### config.mk
export PLATFORM = sky130hd
export DESIGN_NAME = aipfe_top
export DESIGN_NICKNAME = d
export VERILOG_FILES = /design/src/inc/aipfe_pkg.sv /design/src/inc/aipfe_chan_if.sv /design/src/logic/aipfe_qualify.sv /design/src/logic/aipfe_top.sv
export VERILOG_INCLUDE_DIRS = /design/src /design/src/inc
export SDC_FILE = /design/constraint.sdc
export NUM_CORES = 1
export LEC_CHECK = 0
export ABC_AREA = 1
export BUFFER_PORTS_ARGS = -buffer_cell sky130_fd_sc_hd__buf_2
export CORE_ASPECT_RATIO = 1.4
export CORE_MARGIN = 1.5
export CORE_UTILIZATION = 35
export CTS_CLUSTER_DIAMETER = 60
export CTS_CLUSTER_SIZE = 12
export DETAILED_ROUTE_END_ITERATION = 12
export GPL_TIMING_DRIVEN = 0
export MAX_ROUTING_LAYER = met4
export SLEW_MARGIN = 40
export SYNTH_ARGS = -nofsm -noshare
export SYNTH_HDL_FRONTEND = slang
export SYNTH_SLANG_ARGS = --single-unit
### constraint.sdc
create_clock -name CLK_SYS -period 1.6 [get_ports CLK_SYS]
set_input_delay 0.08 -clock CLK_SYS [delete_from_list [all_inputs] [get_ports CLK_SYS]]
set_output_delay 0.08 -clock CLK_SYS [all_outputs]
set_load 0.05 [all_outputs]
### src/inc/aipfe_regs.svh
/*
  Register map, field positions, reset values and encodings of the
  converter input front end. Definitions only; included by bare name.
*/
`ifndef AIPFE_REGS_SVH
`define AIPFE_REGS_SVH

// Sample format
`define AIPFE_MANT_W 14
`define AIPFE_EXP_W 3
`define AIPFE_NCHAN 4
`define AIPFE_NPORT 2

// Qualification mode codes
`define AIPFE_MODE_FALL 2'h0
`define AIPFE_MODE_RISE 2'h1
`define AIPFE_MODE_HIGH 2'h2
`define AIPFE_MODE_BLANK 2'h3

// Register byte offsets
`define AIPFE_ADDR_W 8
`define AIPFE_OFS_CFG0 8'h00
`define AIPFE_OFS_CFG1 8'h04
`define AIPFE_OFS_CFG2 8'h08
`define AIPFE_OFS_CFG3 8'h0c
`define AIPFE_OFS_STATUS 8'h10
`define AIPFE_OFS_CNT0 8'h14
`define AIPFE_OFS_CNT1 8'h18
`define AIPFE_OFS_CNT2 8'h1c
`define AIPFE_OFS_CNT3 8'h20
`define AIPFE_OFS_SAMPA 8'h24
`define AIPFE_OFS_SAMPB 8'h28

// Register indices
`define AIPFE_IDX_STATUS 4'h4
`define AIPFE_IDX_CNT0 4'h5
`define AIPFE_IDX_SAMPA 4'h9
`define AIPFE_IDX_SAMPB 4'ha

// Channel configuration fields
`define AIPFE_CFG_W 3
`define AIPFE_CFG_MODE_MSB 1
`define AIPFE_CFG_MODE_LSB 0
`define AIPFE_CFG_SEL_BIT 2
`define AIPFE_CFG_RST 3'h2

// Counters and responses
`define AIPFE_CNT_W 16
`define AIPFE_CNT_ONE 16'h0001
`define AIPFE_RESP_OKAY 2'h0
`define AIPFE_RESP_SLVERR 2'h2
`define AIPFE_DATA_ZERO 32'h0000_0000

`endif

### src/inc/aipfe_pkg.sv
/*
  Types of the converter input front end.
  Assumes aipfe_regs.svh on the include path.
*/
`default_nettype none
`include "aipfe_regs.svh"

package aipfe_pkg;

  // Two's-complement mantissa, unsigned exponent
  typedef logic signed [`AIPFE_MANT_W-1:0] aipfe_mant_t;
  typedef logic [`AIPFE_EXP_W-1:0] aipfe_exp_t;

  typedef enum logic [1:0]
  {
    MODE_FALL = `AIPFE_MODE_FALL,
    MODE_RISE = `AIPFE_MODE_RISE,
    MODE_HIGH = `AIPFE_MODE_HIGH,
    MODE_BLANK = `AIPFE_MODE_BLANK
  } aipfe_mode_e;

  // Write channel states, Gray along idle-addr-resp
  typedef enum logic [1:0]
  {
    WS_IDLE = 2'h0,
    WS_ADDR = 2'h1,
    WS_RESP = 2'h3,
    WS_DATA = 2'h2
  } aipfe_wst_e;

  typedef struct packed
  {
    logic hit;
    logic [3:0] idx;
  } aipfe_dec_s;

endpackage : aipfe_pkg

`default_nettype wire

### src/inc/aipfe_chan_if.sv
/*
  Carrier between the front-end top and one channel qualifier.
  Top drives the routed port sample and mode; qualifier returns result.
*/
`timescale 1ns/10ps
`default_nettype none

interface aipfe_chan_if;
  aipfe_pkg::aipfe_mode_e mode;
  aipfe_pkg::aipfe_mant_t man;
  aipfe_pkg::aipfe_exp_t exp;
  logic en_now;
  logic en_prev;
  logic valid;
  aipfe_pkg::aipfe_mant_t man_o;
  aipfe_pkg::aipfe_exp_t exp_o;

  modport cfg (output mode, man, exp, en_now, en_prev, input valid, man_o, exp_o);
  modport qual (input mode, man, exp, en_now, en_prev, output valid, man_o, exp_o);
endinterface : aipfe_chan_if

`default_nettype wire

### src/logic/aipfe_qualify.sv
/*
  Per-channel enable qualifier: decides on which edge a routed sample
  is taken and blanks it where asked. Inputs are already registered.
*/
`timescale 1ns/10ps
`default_nettype none

module aipfe_qualify (
  // Clock and reset
  input wire logic clk,
  input wire logic rst_n,
  // Routed sample in, qualified sample out
  aipfe_chan_if.qual chan
);

  logic accept;
  logic blank;
  logic valid_r;
  aipfe_pkg::aipfe_mant_t man_r;
  aipfe_pkg::aipfe_exp_t exp_r;

  // Edge decision per mode
  always_comb
  begin
    case (chan.mode)
      aipfe_pkg::MODE_FALL: accept = chan.en_prev & ~chan.en_now;
      aipfe_pkg::MODE_RISE: accept = ~chan.en_prev & chan.en_now;
      aipfe_pkg::MODE_HIGH: accept = chan.en_now;
      default: accept = 1'b1;
    endcase
    blank = (chan.mode == aipfe_pkg::MODE_BLANK) & ~chan.en_now;
  end

  // Strobe one cycle per taken sample
  always_ff @(posedge clk)
  begin
    if (!rst_n)
      valid_r <= 1'b0;
    else
      valid_r <= accept;
  end

  // Sample holds between strobes so nothing new is seen
  always_ff @(posedge clk)
  begin
    if (!rst_n)
    begin
      man_r <= '0;
      exp_r <= '0;
    end
    else if (accept)
    begin
      man_r <= blank ? '0 : chan.man;
      exp_r <= blank ? '0 : chan.exp;
    end
  end

  assign chan.valid = valid_r;
  assign chan.man_o = man_r;
  assign chan.exp_o = exp_r;
endmodule : aipfe_qualify

`default_nettype wire

### src/logic/aipfe_top.sv
/*
  Converter input front end: two sample ports captured on CLK_SYS,
  routed to four channels and qualified by per-channel enable modes.
  Configuration and status over an AXI4-Lite slave. Assumes converter
  outputs are synchronous to CLK_SYS and meet its setup time.
*/
// The placing of the registers and register access over AXI4-Lite were chosen for this implementation.
// Behaviour
// - Each port takes 14-bit mantissa, 3-bit exponent
// - Mantissa two's complement, exponent unsigned
// - Both ports captured on rising device clock
// - Each channel picks port A or B
// - Muxed streams feed up to four channels
// - Per-port enable pin with four modes
// - Level mode takes samples while enable high
// - Falling mode takes first edge after fall
// - Rising mode takes first edge after rise
// - Blank mode zeroes sample while enable low
// - Transition modes take only that one edge
// - Downstream computes every cycle regardless
`timescale 1ns/10ps
`default_nettype none
`include "aipfe_regs.svh"

module aipfe_top (
  // Clock and reset
  input wire logic CLK_SYS,
  input wire logic RST_N,
  // AXI4-Lite write address and data
  input wire logic [`AIPFE_ADDR_W-1:0] S_AXI_AWADDR,
  input wire logic S_AXI_AWVALID,
  output logic S_AXI_AWREADY,
  input wire logic [31:0] S_AXI_WDATA,
  input wire logic [3:0] S_AXI_WSTRB,
  input wire logic S_AXI_WVALID,
  output logic S_AXI_WREADY,
  // AXI4-Lite write response
  output logic [1:0] S_AXI_BRESP,
  output logic S_AXI_BVALID,
  input wire logic S_AXI_BREADY,
  // AXI4-Lite read
  input wire logic [`AIPFE_ADDR_W-1:0] S_AXI_ARADDR,
  input wire logic S_AXI_ARVALID,
  output logic S_AXI_ARREADY,
  output logic [31:0] S_AXI_RDATA,
  output logic [1:0] S_AXI_RRESP,
  output logic S_AXI_RVALID,
  input wire logic S_AXI_RREADY,
  // Converter port A
  input wire logic [`AIPFE_MANT_W-1:0] PORT_A_MANT,
  input wire logic [`AIPFE_EXP_W-1:0] PORT_A_EXP,
  input wire logic PORT_A_QUALIFY_PIN,
  // Converter port B
  input wire logic [`AIPFE_MANT_W-1:0] PORT_B_MANT,
  input wire logic [`AIPFE_EXP_W-1:0] PORT_B_EXP,
  input wire logic PORT_B_QUALIFY_PIN,
  // Channel samples
  output logic [`AIPFE_NCHAN-1:0][`AIPFE_MANT_W-1:0] CH_MANT,
  output logic [`AIPFE_NCHAN-1:0][`AIPFE_EXP_W-1:0] CH_EXP,
  output logic [`AIPFE_NCHAN-1:0] CH_VALID,
  output logic CALC_STROBE
);

  // Address decode shared by read and write paths
  function automatic aipfe_pkg::aipfe_dec_s reg_decode(
    input logic [`AIPFE_ADDR_W-1:0] a);
    aipfe_pkg::aipfe_dec_s d;
    d.hit = 1'b1;
    d.idx = a[5:2];
    if (a == `AIPFE_OFS_CFG0) d.idx = a[5:2];
    else if (a == `AIPFE_OFS_CFG1) d.idx = a[5:2];
    else if (a == `AIPFE_OFS_CFG2) d.idx = a[5:2];
    else if (a == `AIPFE_OFS_CFG3) d.idx = a[5:2];
    else if (a == `AIPFE_OFS_STATUS) d.idx = a[5:2];
    else if (a == `AIPFE_OFS_CNT0) d.idx = a[5:2];
    else if (a == `AIPFE_OFS_CNT1) d.idx = a[5:2];
    else if (a == `AIPFE_OFS_CNT2) d.idx = a[5:2];
    else if (a == `AIPFE_OFS_CNT3) d.idx = a[5:2];
    else if (a == `AIPFE_OFS_SAMPA) d.idx = a[5:2];
    else if (a == `AIPFE_OFS_SAMPB) d.idx = a[5:2];
    else d.hit = 1'b0;
    return d;
  endfunction : reg_decode

  // Sign-extended sample view for readback
  function automatic logic [31:0] samp_word(
    input aipfe_pkg::aipfe_mant_t m, input aipfe_pkg::aipfe_exp_t e);
    return {13'h0000, e, {2{m[`AIPFE_MANT_W-1]}}, m};
  endfunction : samp_word

  aipfe_pkg::aipfe_wst_e st_r;
  aipfe_pkg::aipfe_wst_e st_nxt;
  aipfe_pkg::aipfe_dec_s wdec;
  aipfe_pkg::aipfe_dec_s rdec;
  logic aw_hs;
  logic w_hs;
  logic do_write;
  logic [`AIPFE_ADDR_W-1:0] waddr_r;
  logic [31:0] wdata_r;
  logic [3:0] wstrb_r;
  logic [`AIPFE_NCHAN-1:0][`AIPFE_CFG_W-1:0] cfg_r;
  logic [`AIPFE_NCHAN-1:0][`AIPFE_CNT_W-1:0] cnt_r;
  logic [`AIPFE_NCHAN-1:0] cnt_clr;
  logic [`AIPFE_NPORT-1:0][`AIPFE_MANT_W-1:0] in_man_r;
  logic [`AIPFE_NPORT-1:0][`AIPFE_EXP_W-1:0] in_exp_r;
  logic [`AIPFE_NPORT-1:0] en_r;
  logic [`AIPFE_NPORT-1:0] en_prev_r;
  logic [`AIPFE_NCHAN-1:0] ch_valid;
  logic [31:0] rword;

  aipfe_chan_if ch_if[`AIPFE_NCHAN] ();

  // Port capture on the device clock; exponent taken as wired
  always_ff @(posedge CLK_SYS)
  begin
    if (!RST_N)
    begin
      in_man_r <= '0;
      in_exp_r <= '0;
      en_r <= '0;
      en_prev_r <= '0;
    end
    else
    begin
      in_man_r <= {PORT_B_MANT, PORT_A_MANT};
      in_exp_r <= {PORT_B_EXP, PORT_A_EXP};
      en_r <= {PORT_B_QUALIFY_PIN, PORT_A_QUALIFY_PIN};
      en_prev_r <= en_r;
    end
  end

  // Route each channel to its port; one qualifier per channel
  genvar gi;
  generate
    for (gi = 0; gi < `AIPFE_NCHAN; gi++)
    begin : g_ch
      logic sel;
      assign sel = cfg_r[gi][`AIPFE_CFG_SEL_BIT];
      assign ch_if[gi].mode =
        aipfe_pkg::aipfe_mode_e'(cfg_r[gi][`AIPFE_CFG_MODE_MSB:`AIPFE_CFG_MODE_LSB]);
      assign ch_if[gi].man = sel ? in_man_r[1] : in_man_r[0];
      assign ch_if[gi].exp = sel ? in_exp_r[1] : in_exp_r[0];
      assign ch_if[gi].en_now = sel ? en_r[1] : en_r[0];
      assign ch_if[gi].en_prev = sel ? en_prev_r[1] : en_prev_r[0];
      assign ch_valid[gi] = ch_if[gi].valid;
      assign CH_MANT[gi] = ch_if[gi].man_o;
      assign CH_EXP[gi] = ch_if[gi].exp_o;
      aipfe_qualify u_qual (
        .clk(CLK_SYS),
        .rst_n(RST_N),
        .chan(ch_if[gi])
      );
    end
  endgenerate

  assign CH_VALID = ch_valid;

  // Filter engine runs each cycle even when the front end ignores it
  always_ff @(posedge CLK_SYS)
  begin
    if (!RST_N)
      CALC_STROBE <= 1'b0;
    else
      CALC_STROBE <= 1'b1;
  end

  // Write channel sequencing; address and data in either order
  assign aw_hs = S_AXI_AWVALID & S_AXI_AWREADY;
  assign w_hs = S_AXI_WVALID & S_AXI_WREADY;
  always_comb
  begin
    st_nxt = st_r;
    case (st_r)
      aipfe_pkg::WS_IDLE:
        if (aw_hs && w_hs) st_nxt = aipfe_pkg::WS_RESP;
        else if (aw_hs) st_nxt = aipfe_pkg::WS_ADDR;
        else if (w_hs) st_nxt = aipfe_pkg::WS_DATA;
      aipfe_pkg::WS_ADDR:
        if (w_hs) st_nxt = aipfe_pkg::WS_RESP;
      aipfe_pkg::WS_DATA:
        if (aw_hs) st_nxt = aipfe_pkg::WS_RESP;
      default:
        if (S_AXI_BVALID && S_AXI_BREADY) st_nxt = aipfe_pkg::WS_IDLE;
    endcase
  end

  // State and registered readies follow the next state
  always_ff @(posedge CLK_SYS)
  begin
    if (!RST_N)
    begin
      st_r <= aipfe_pkg::WS_IDLE;
      S_AXI_AWREADY <= 1'b0;
      S_AXI_WREADY <= 1'b0;
    end
    else
    begin
      st_r <= st_nxt;
      S_AXI_AWREADY <= (st_nxt == aipfe_pkg::WS_IDLE) | (st_nxt == aipfe_pkg::WS_DATA);
      S_AXI_WREADY <= (st_nxt == aipfe_pkg::WS_IDLE) | (st_nxt == aipfe_pkg::WS_ADDR);
    end
  end

  // Hold the write payload until the response stage
  always_ff @(posedge CLK_SYS)
  begin
    if (!RST_N)
    begin
      waddr_r <= '0;
      wdata_r <= '0;
      wstrb_r <= '0;
    end
    else
    begin
      if (aw_hs) waddr_r <= S_AXI_AWADDR;
      if (w_hs) wdata_r <= S_AXI_WDATA;
      if (w_hs) wstrb_r <= S_AXI_WSTRB;
    end
  end

  // Write takes effect one cycle into the response state
  assign wdec = reg_decode(waddr_r);
  assign do_write = (st_r == aipfe_pkg::WS_RESP) & ~S_AXI_BVALID;

  always_ff @(posedge CLK_SYS)
  begin
    if (!RST_N)
    begin
      S_AXI_BVALID <= 1'b0;
      S_AXI_BRESP <= `AIPFE_RESP_OKAY;
    end
    else if (do_write)
    begin
      S_AXI_BVALID <= 1'b1;
      S_AXI_BRESP <= wdec.hit ? `AIPFE_RESP_OKAY : `AIPFE_RESP_SLVERR;
    end
    else if (S_AXI_BREADY)
      S_AXI_BVALID <= 1'b0;
  end

  // Channel configuration, low byte lane only
  always_ff @(posedge CLK_SYS)
  begin
    if (!RST_N)
      cfg_r <= {`AIPFE_NCHAN{`AIPFE_CFG_RST}};
    else if (do_write && wdec.hit && wstrb_r[0] && wdec.idx < `AIPFE_IDX_STATUS)
      cfg_r[wdec.idx[1:0]] <= wdata_r[`AIPFE_CFG_W-1:0];
  end

  // Sample counters; a sample in the same cycle as a clearing write restarts the count at one
  always_comb
  begin
    cnt_clr = '0;
    if (do_write && wdec.hit && wstrb_r != 4'h0 && wdec.idx >= `AIPFE_IDX_CNT0
        && wdec.idx < `AIPFE_IDX_SAMPA)
      cnt_clr[2'(wdec.idx - `AIPFE_IDX_CNT0)] = 1'b1;
  end

  always_ff @(posedge CLK_SYS)
  begin
    if (!RST_N)
      cnt_r <= '0;
    else
      for (int i = 0; i < `AIPFE_NCHAN; i++)
        if (cnt_clr[i])
          cnt_r[i] <= ch_valid[i] ? `AIPFE_CNT_ONE : '0;
        else if (ch_valid[i])
          cnt_r[i] <= cnt_r[i] + `AIPFE_CNT_ONE;
  end

  // Read mux
  assign rdec = reg_decode(S_AXI_ARADDR);
  always_comb
  begin
    rword = `AIPFE_DATA_ZERO;
    if (!rdec.hit)
      rword = `AIPFE_DATA_ZERO;
    else if (rdec.idx < `AIPFE_IDX_STATUS)
      rword[`AIPFE_CFG_W-1:0] = cfg_r[rdec.idx[1:0]];
    else if (rdec.idx == `AIPFE_IDX_STATUS)
      rword[`AIPFE_NPORT-1:0] = en_r;
    else if (rdec.idx < `AIPFE_IDX_SAMPA)
      rword[`AIPFE_CNT_W-1:0] = cnt_r[2'(rdec.idx - `AIPFE_IDX_CNT0)];
    else if (rdec.idx == `AIPFE_IDX_SAMPA)
      rword = samp_word(in_man_r[0], in_exp_r[0]);
    else
      rword = samp_word(in_man_r[1], in_exp_r[1]);
  end

  // Read channel: one outstanding read, answer next cycle
  always_ff @(posedge CLK_SYS)
  begin
    if (!RST_N)
    begin
      S_AXI_ARREADY <= 1'b0;
      S_AXI_RVALID <= 1'b0;
      S_AXI_RDATA <= `AIPFE_DATA_ZERO;
      S_AXI_RRESP <= `AIPFE_RESP_OKAY;
    end
    else if (S_AXI_ARVALID && S_AXI_ARREADY)
    begin
      S_AXI_ARREADY <= 1'b0;
      S_AXI_RVALID <= 1'b1;
      S_AXI_RDATA <= rword;
      S_AXI_RRESP <= rdec.hit ? `AIPFE_RESP_OKAY : `AIPFE_RESP_SLVERR;
    end
    else if (S_AXI_RVALID && S_AXI_RREADY)
    begin
      S_AXI_RVALID <= 1'b0;
      S_AXI_ARREADY <= 1'b1;
    end
    else if (!S_AXI_RVALID)
      S_AXI_ARREADY <= 1'b1;
  end
endmodule : aipfe_top

`default_nettype wire

### Word-level counts from Yosys, hierarchy flattened

Cells that the tools add are included.
W data, S select, Z words.

| word-level totals | value |
|---|---|
| output and inout bits | 114 |
| logic and storage cells | 247 |
| flip-flop bits (word level) | 245 |

| operators by class | value |
|---|---|
| reduce and logical (&&, ||, !) cells | 28 |
| bitwise operators | 27 |
| $lt $le $gt $ge | 11 |
| $add $sub $neg | 6 |
| equality and inequality tests | 40 |
| mux-type cells | 96 |

Operators with widths:

| kind | count |
|---|---|
| $mux W16 | 10 |
| $mux W14 | 8 |
| $add A16 B1 Y16 const B | 4 |
| $eq A8 B5 Y1 const B | 8 |
| $eq A8 B6 Y1 const B | 6 |
| $mux W1 | 42 |
| $mux W3 | 12 |
| $bmux W16 S2 | 1 |
| $eq A8 B4 Y1 const B | 4 |
| $mux W32 | 1 |
| $mux W29 | 1 |
| $eq A2 B2 Y1 const B | 11 |
| $mux W19 | 1 |
| $mux W2 | 9 |
| $mux W17 | 1 |
| $eq A8 B3 Y1 const B | 2 |
| $logic_not A8 Y1 | 2 |
| $and A1 B1 Y1 | 15 |
| $bwmux W12 | 1 |
| $eq A2 B1 Y1 const B | 6 |
| $logic_and A1 B1 Y1 | 12 |
| $logic_not A2 Y1 | 6 |
| $lt A2 B3 Y1 const B | 4 |
| $pmux W1 S3 | 4 |
| 18 further kinds | 37 |

### Logic depth before layout (Yosys ltp)

| depth | value |
|---|---|
| word-level depth | 18 |
| depth in mapped cells | 12 |
| mapped depth without buffers | 12 |

### Hierarchy

From an unflattened synthesis, not the netlist that was laid out.

| unflattened totals | value |
|---|---|
| cells, all modules | 1,891 |
| area total of the unflattened synthesis | 12,304.3 sq um |

By module, submodules not included:

| module | instances | area each (sq um) | seq. area each (sq um) | cells each |
|---|---|---|---|---|
| aipfe_top | 1 | 8,285.4 | 3,163.0 | 1,251 |
| aipfe_qualify | 4 | 1,004.7 | 360.3 | 160 |

### Worst setup path before layout

No wires, ideal clock.

| timing | value |
|---|---|
| path kind | in2reg |
| start point | input port S_AXI_ARADDR[2] |
| end point | register S_AXI_RDATA[14] |
| required time | 1.531 ns |
| arrival time | 1.665 ns |
| stages | 9 |
| setup slack | -0.135 ns |
| buffers on the path | 2 |
| cell sequence | inv_1 clkbuf_1 ha_1 inv_1 clkbuf_1 o21ai_0 o221ai_1 nand3_1 o21ai_1 |

| between the ends | value |
|---|---|
| cells in the longest elaborated chain, start to end | 13 |
| elaborated cells between the ends (all ways) | 34 |

RTL lines:

| element | RTL line | text |
|---|---|---|
| start, declared | aipfe_top.sv:42 | `` input wire logic [`AIPFE_ADDR_W-1:0] S_AXI_ARADDR, `` |
| $eq A8 B6 Y1 (no line) | - |  |
| $mux W1 | aipfe_top.sv:80 | `` else if (a == `AIPFE_OFS_SAMPB) d.idx = a[5:2]; `` |
| $mux W1 | aipfe_top.sv:79 | `` else if (a == `AIPFE_OFS_SAMPA) d.idx = a[5:2]; `` |
| $mux W1 | aipfe_top.sv:78 | `` else if (a == `AIPFE_OFS_CNT3) d.idx = a[5:2]; `` |
| $mux W1 | aipfe_top.sv:77 | `` else if (a == `AIPFE_OFS_CNT2) d.idx = a[5:2]; `` |
| $mux W1 | aipfe_top.sv:76 | `` else if (a == `AIPFE_OFS_CNT1) d.idx = a[5:2]; `` |
| $mux W1 | aipfe_top.sv:75 | `` else if (a == `AIPFE_OFS_CNT0) d.idx = a[5:2]; `` |
| $mux W1 | aipfe_top.sv:74 | `` else if (a == `AIPFE_OFS_STATUS) d.idx = a[5:2]; `` |
| $mux W1 | aipfe_top.sv:73 | `` else if (a == `AIPFE_OFS_CFG3) d.idx = a[5:2]; `` |
| $mux W1 | aipfe_top.sv:72 | `` else if (a == `AIPFE_OFS_CFG2) d.idx = a[5:2]; `` |
| $mux W1 | aipfe_top.sv:71 | `` else if (a == `AIPFE_OFS_CFG1) d.idx = a[5:2]; `` |
| $mux W1 | aipfe_top.sv:70 | `` if (a == `AIPFE_OFS_CFG0) d.idx = a[5:2]; `` |
| $mux W32 (*) | aipfe_top.sv:276 | `if (!rdec.hit)` |
| end signal, assigned | aipfe_top.sv:297 | `` S_AXI_RDATA <= `AIPFE_DATA_ZERO; `` |
| end signal, assigned | aipfe_top.sv:304 | `S_AXI_RDATA <= rword;` |
| end, declared | aipfe_top.sv:45 | `output logic [31:0] S_AXI_RDATA,` |

Mark *: on every way between the ends. The rest lies on a longest branch, timed or not. The select of a mux whose other input is x is not followed.
A chain may end at the register's enable or synchronous reset.

### Worst setup path after layout

| timing | value |
|---|---|
| start point | register st_r[1] |
| end point | register cnt_r[19] (netlist bit) |

| between the ends | value |
|---|---|
| cells in the longest elaborated chain, start to end | 8 |
| elaborated cells between the ends (all ways) | 9 |

RTL lines:

| element | RTL line | text |
|---|---|---|
| start, declared | aipfe_top.sv:91 | `aipfe_pkg::aipfe_wst_e st_r;` |
| start signal, assigned | aipfe_top.sv:192 | `st_r <= aipfe_pkg::WS_IDLE;` |
| start signal, assigned | aipfe_top.sv:198 | `st_r <= st_nxt;` |
| $eq A2 B2 Y1 (*) | aipfe_top.sv:223 | `assign do_write = (st_r == aipfe_pkg::WS_RESP) & ~S_AXI_BVALID;` |
| $and A1 B1 Y1 (*) | aipfe_top.sv:223 |  |
| $logic_and A1 B1 Y1 (*) (2 in series) | aipfe_top.sv:254 | `` if (do_write && wdec.hit && wstrb_r != 4'h0 && wdec.idx >= `AIPFE_IDX_CNT0 `` |
| $logic_and A1 B1 Y1 (no line) (*) (2 in series) | - |  |
| $mux W4 (*) | aipfe_top.sv:254 |  |
| $mux W16 / $reduce_bool A2 Y1 (equally long branches) | - |  |
| end signal, assigned by index | aipfe_top.sv:266 | `` cnt_r[i] <= ch_valid[i] ? `AIPFE_CNT_ONE : '0; `` |
| end signal, assigned by index | aipfe_top.sv:268 | `` cnt_r[i] <= cnt_r[i] + `AIPFE_CNT_ONE; `` |
| end, declared | aipfe_top.sv:102 | `` logic [`AIPFE_NCHAN-1:0][`AIPFE_CNT_W-1:0] cnt_r; `` |

Mark *: on every way between the ends. The rest lies on a longest branch, timed or not.

==> flow_summary_export.csv <==
group,metric,value,unit
detailed_routing,first_iter_violations,960,
timing,setup_viol,9,
timing,rsz0062_at_grt,"true",
power,p_leak,0.006317,µW
synthesis,ys_ff_latch,230,
timing,fmax,0.6106,GHz
timing,slew_headroom,47.80,%
cells_and_area,final_cells,2232,
place,gp_congestion,0.9645,
cells_and_area,area_growth,35.17,%
synthesis,syn_area,10860,µm²
synthesis,netlist_top_cells_area,"dfxtp_1 42%, nand2_1 12%, o21ai_0 7.2%, inv_1 5.4%, nor2_1 4.5%",
power,pwr_density_cell,854.6,nW/µm²
floorplanning,core,30620,µm²
synthesis,synth_cell_types,47,
grt,antenna_found_initial,0,
detailed_routing,vias,11580,
floorplanning,start_util,35.46,%
timing,drv_slew,0,
grt,grt_remaining_overflow,0,
status,violations,"negative setup slack",
grt,grt_max_degree,13,
cts,cts_tree,"yes",
synthesis,synth_most_common_cell,"nand2_1",
timing,setup_ws,-0.03781,ns
timing,fin_hold_ws,0.00008504,ns
cells_and_area,drive_above_1_share,26.76,%
worst_setup_path,crit_arrival,2.06,ns
synthesis,netlist_top_cells_count,"353 x nand2_1, 230 x dfxtp_1, 157 x o21ai_0, 155 x inv_1, 130 x nor2_1",
place,placed_cells,2103,
timing,period_share,102.4,%
synthesis,yosysWarnings,0,
timing,period_minus_slack,1.638,ns
place,post-place-ws,-0.7140,ns
cells_and_area,multi_input_area,5872,µm²
timing,skew,0.01344,ns
detailed_routing,drt_first_pass_iters,7,
power,ir_drop,567.1,µV
detailed_routing,routedWlPerCell,17.73,µm
synthesis,avgSynthCellArea,7.074,µm²
timing,finalHoldViolCount,0,
timing,max_slew.worst_pin.slew,0.7829,ns
cts,cts_buffer_depth,3,
synthesis,synth_edf_count,0,
cts,cts_buffers,23,
worst_setup_path,critPathCaptureType,"flip-flop",
synthesis,async_flop_share,0,%
cells_and_area,fin_nets,1945,
cells_and_area,fillCellCount,3096,
cells_and_area,n_antenna_cell,0,
synthesis,synth_top_area_share,42.41,%
cts,clk_pin_slew,0.07,ns
floorplanning,die_h,211.4,µm
detailed_routing,drc_errors,0,
detailed_routing,antenna_left,0,
synthesis,yosys.area.top_type,"dfxtp_1",
worst_setup_path,cp-start-kind,"flip-flop",
floorplanning,die_w,151.9,µm
detailed_routing,vias_per_cell,5.188,
cts,clock-root-buffer,"clkbuf_16",
synthesis,synth_top_flop_cell,"dfxtp_1",
flow_run,drv_cap,0,
worst_setup_path,cp_max_fo,8,
cts,clkLatencyLatePin,0.52,ns
detailed_routing,routed_wl,39580,µm
floorplanning,fp-row-count,76,
grt,grt_pass1_wl,58450,µm
hold_path,hp-class,"primary input to flip-flop",
grt,grt_pass1_vias,10850,
cells_and_area,regArea,4656,µm²
worst_setup_path,crit_required,2.02,ns
worst_setup_path,path_class,"flip-flop to flip-flop",
status,status,"finished, violations left",
synthesis,ys_seq_area_share,42.41,%
cts,cts.sinks,230,
floorplanning,die-area,32100,µm²
place,dpl.hpwl,28410,µm
grt,grt.total_usage,23.92,%
floorplanning,io_pins,209,
place,portBuffers,164,
cts,cts_max_level,1,
synthesis,syn_inst,1535,
layer usage:
layer  vias to the layer above  wire (µm)  GRT usage, %
met5                         -          0             -
met1                      5394      14990         25.12
li1                       5637          -             -
met2                       424      20070         42.27
met3                       125       2081         2.661
met4                         0       2442         16.20
cell usage in the layout, fill, tap and decap left out, drive strengths merged, types with 5 or more instances in the layout:
| cell type | instances |
|---|---|
| a31oi | 6 |
| inv | 168 |
| conb | 15 |
| dlygate4sd3 | 55 |
| o211ai | 17 |
| nand4 | 42 |
| nand3 | 76 |
| a21oi | 84 |
| xor2 | 10 |
| nand2 | 360 |
| nor3 | 23 |
| clkbuf | 64 |
| buf | 258 |
| a211oi | 5 |
| ha | 8 |
| o21ai | 258 |
| nor2 | 137 |
| dfxtp | 230 |
power by group:
part / switching [µW] / leakage (µW) / internal, µW / total, µW
combinational: 1180 / 0.00414 / 596 / 1780
clock: 2180 / 0.000292 / 2540 / 4720
sequential: 160 / 0.00189 / 5880 / 6040
total: 3520 / 0.00632 / 9020 / 12500
critical path, cell delays in order (launching register included):
cell and delay (ns):
dfxtp_2 0.35, nand2_4 0.06, nor2_4 0.09, nand3_2 0.10, nor2_4 0.20, buf_6 0.15, nand3_4 0.12, nand2_8 0.15
buf_6 0.11, nand2_4 0.04, o21ai_1 0.12, a21oi_1 0.05
repair_timing:
item | in CTS | in global routing
resized for setup | 79 | 200
endpoints found under the hold margin | 55 | 0
pin swaps | 7 | 41
gates cloned | 1 | 3
setup buffers | 16 | 32
setup endpoints to repair | 135 | 133
hold buffers | 55 | 0
flip-flops by register name, summed over array words and instances, names as in the netlist, 4 cells and up:
name,cells
wstrb_r,4
cnt_r,64
in_man_r,28
g_ch.u_qual.chan.man_o,56
S_AXI_RDATA,19
in_exp_r,6
g_ch.u_qual.chan.exp_o,12
waddr_r,8
cfg_r,12
g_ch.u_qual.chan.valid,4
metrics by stage:
| stage | utilization [%] | area, µm² | total power, µW | TNS (ns) |
|---|---|---|---|---|
| after detailed placement | 39.92 | 12220 | 7597 | -36.65 |
| after global routing | 47.93 | 14680 | 12950 | -5.703 |
| final | 47.93 | 14680 | 12540 | -0.1731 |
| after global placement | 39.92 | 12220 | 7584 | -36.65 |
| after floorplan | - | 10920 | 7091 | 0 |
| after CTS | 44.95 | 13760 | 12450 | -0.008016 |
final timing paths:
check        depth (start not counted)                       endpoint                          start  slack [ns]
max                                 11                      cnt_r[19]                        st_r[1]       -0.04
min                                  3   g_ch[0].u_qual.chan.man_o[7]                          RST_N     0.00009
max reg2reg                         11                      cnt_r[19]                        st_r[1]       -0.04
min reg2reg                          2  g_ch[3].u_qual.chan.man_o[10]  g_ch[3].u_qual.chan.man_o[10]        0.44
cell families (layout without fill, tap and decap cells):
kind of cell | Yosys count | after routing | synth area share [%]
fa+ha+maj | 8 | 8 | 0.9219
compound gates | 384 | 384 | 19.83
simple gates | 646 | 646 | 25.73
xor+xnor | 11 | 11 | 0.8873
other cells | 1 | 15 | 0.03454
flops | 230 | 230 | 42.41
buf+inv | 255 | 548 | 10.19
final cells by class:
cell class,instances,area share (%)
Buffer,85,3.794
Tap cell,390,3.325
Clock buffer,23,3.922
Timing Repair inverter,1,0.03410
Multi-Input combinational cell,1064,40.01
Inverter,168,4.501
Timing Repair Buffer,269,12.60
Clock inverter,2,0.09378
Sequential cell,230,31.72
Note: power is estimated with default switching activity, not from simulation.
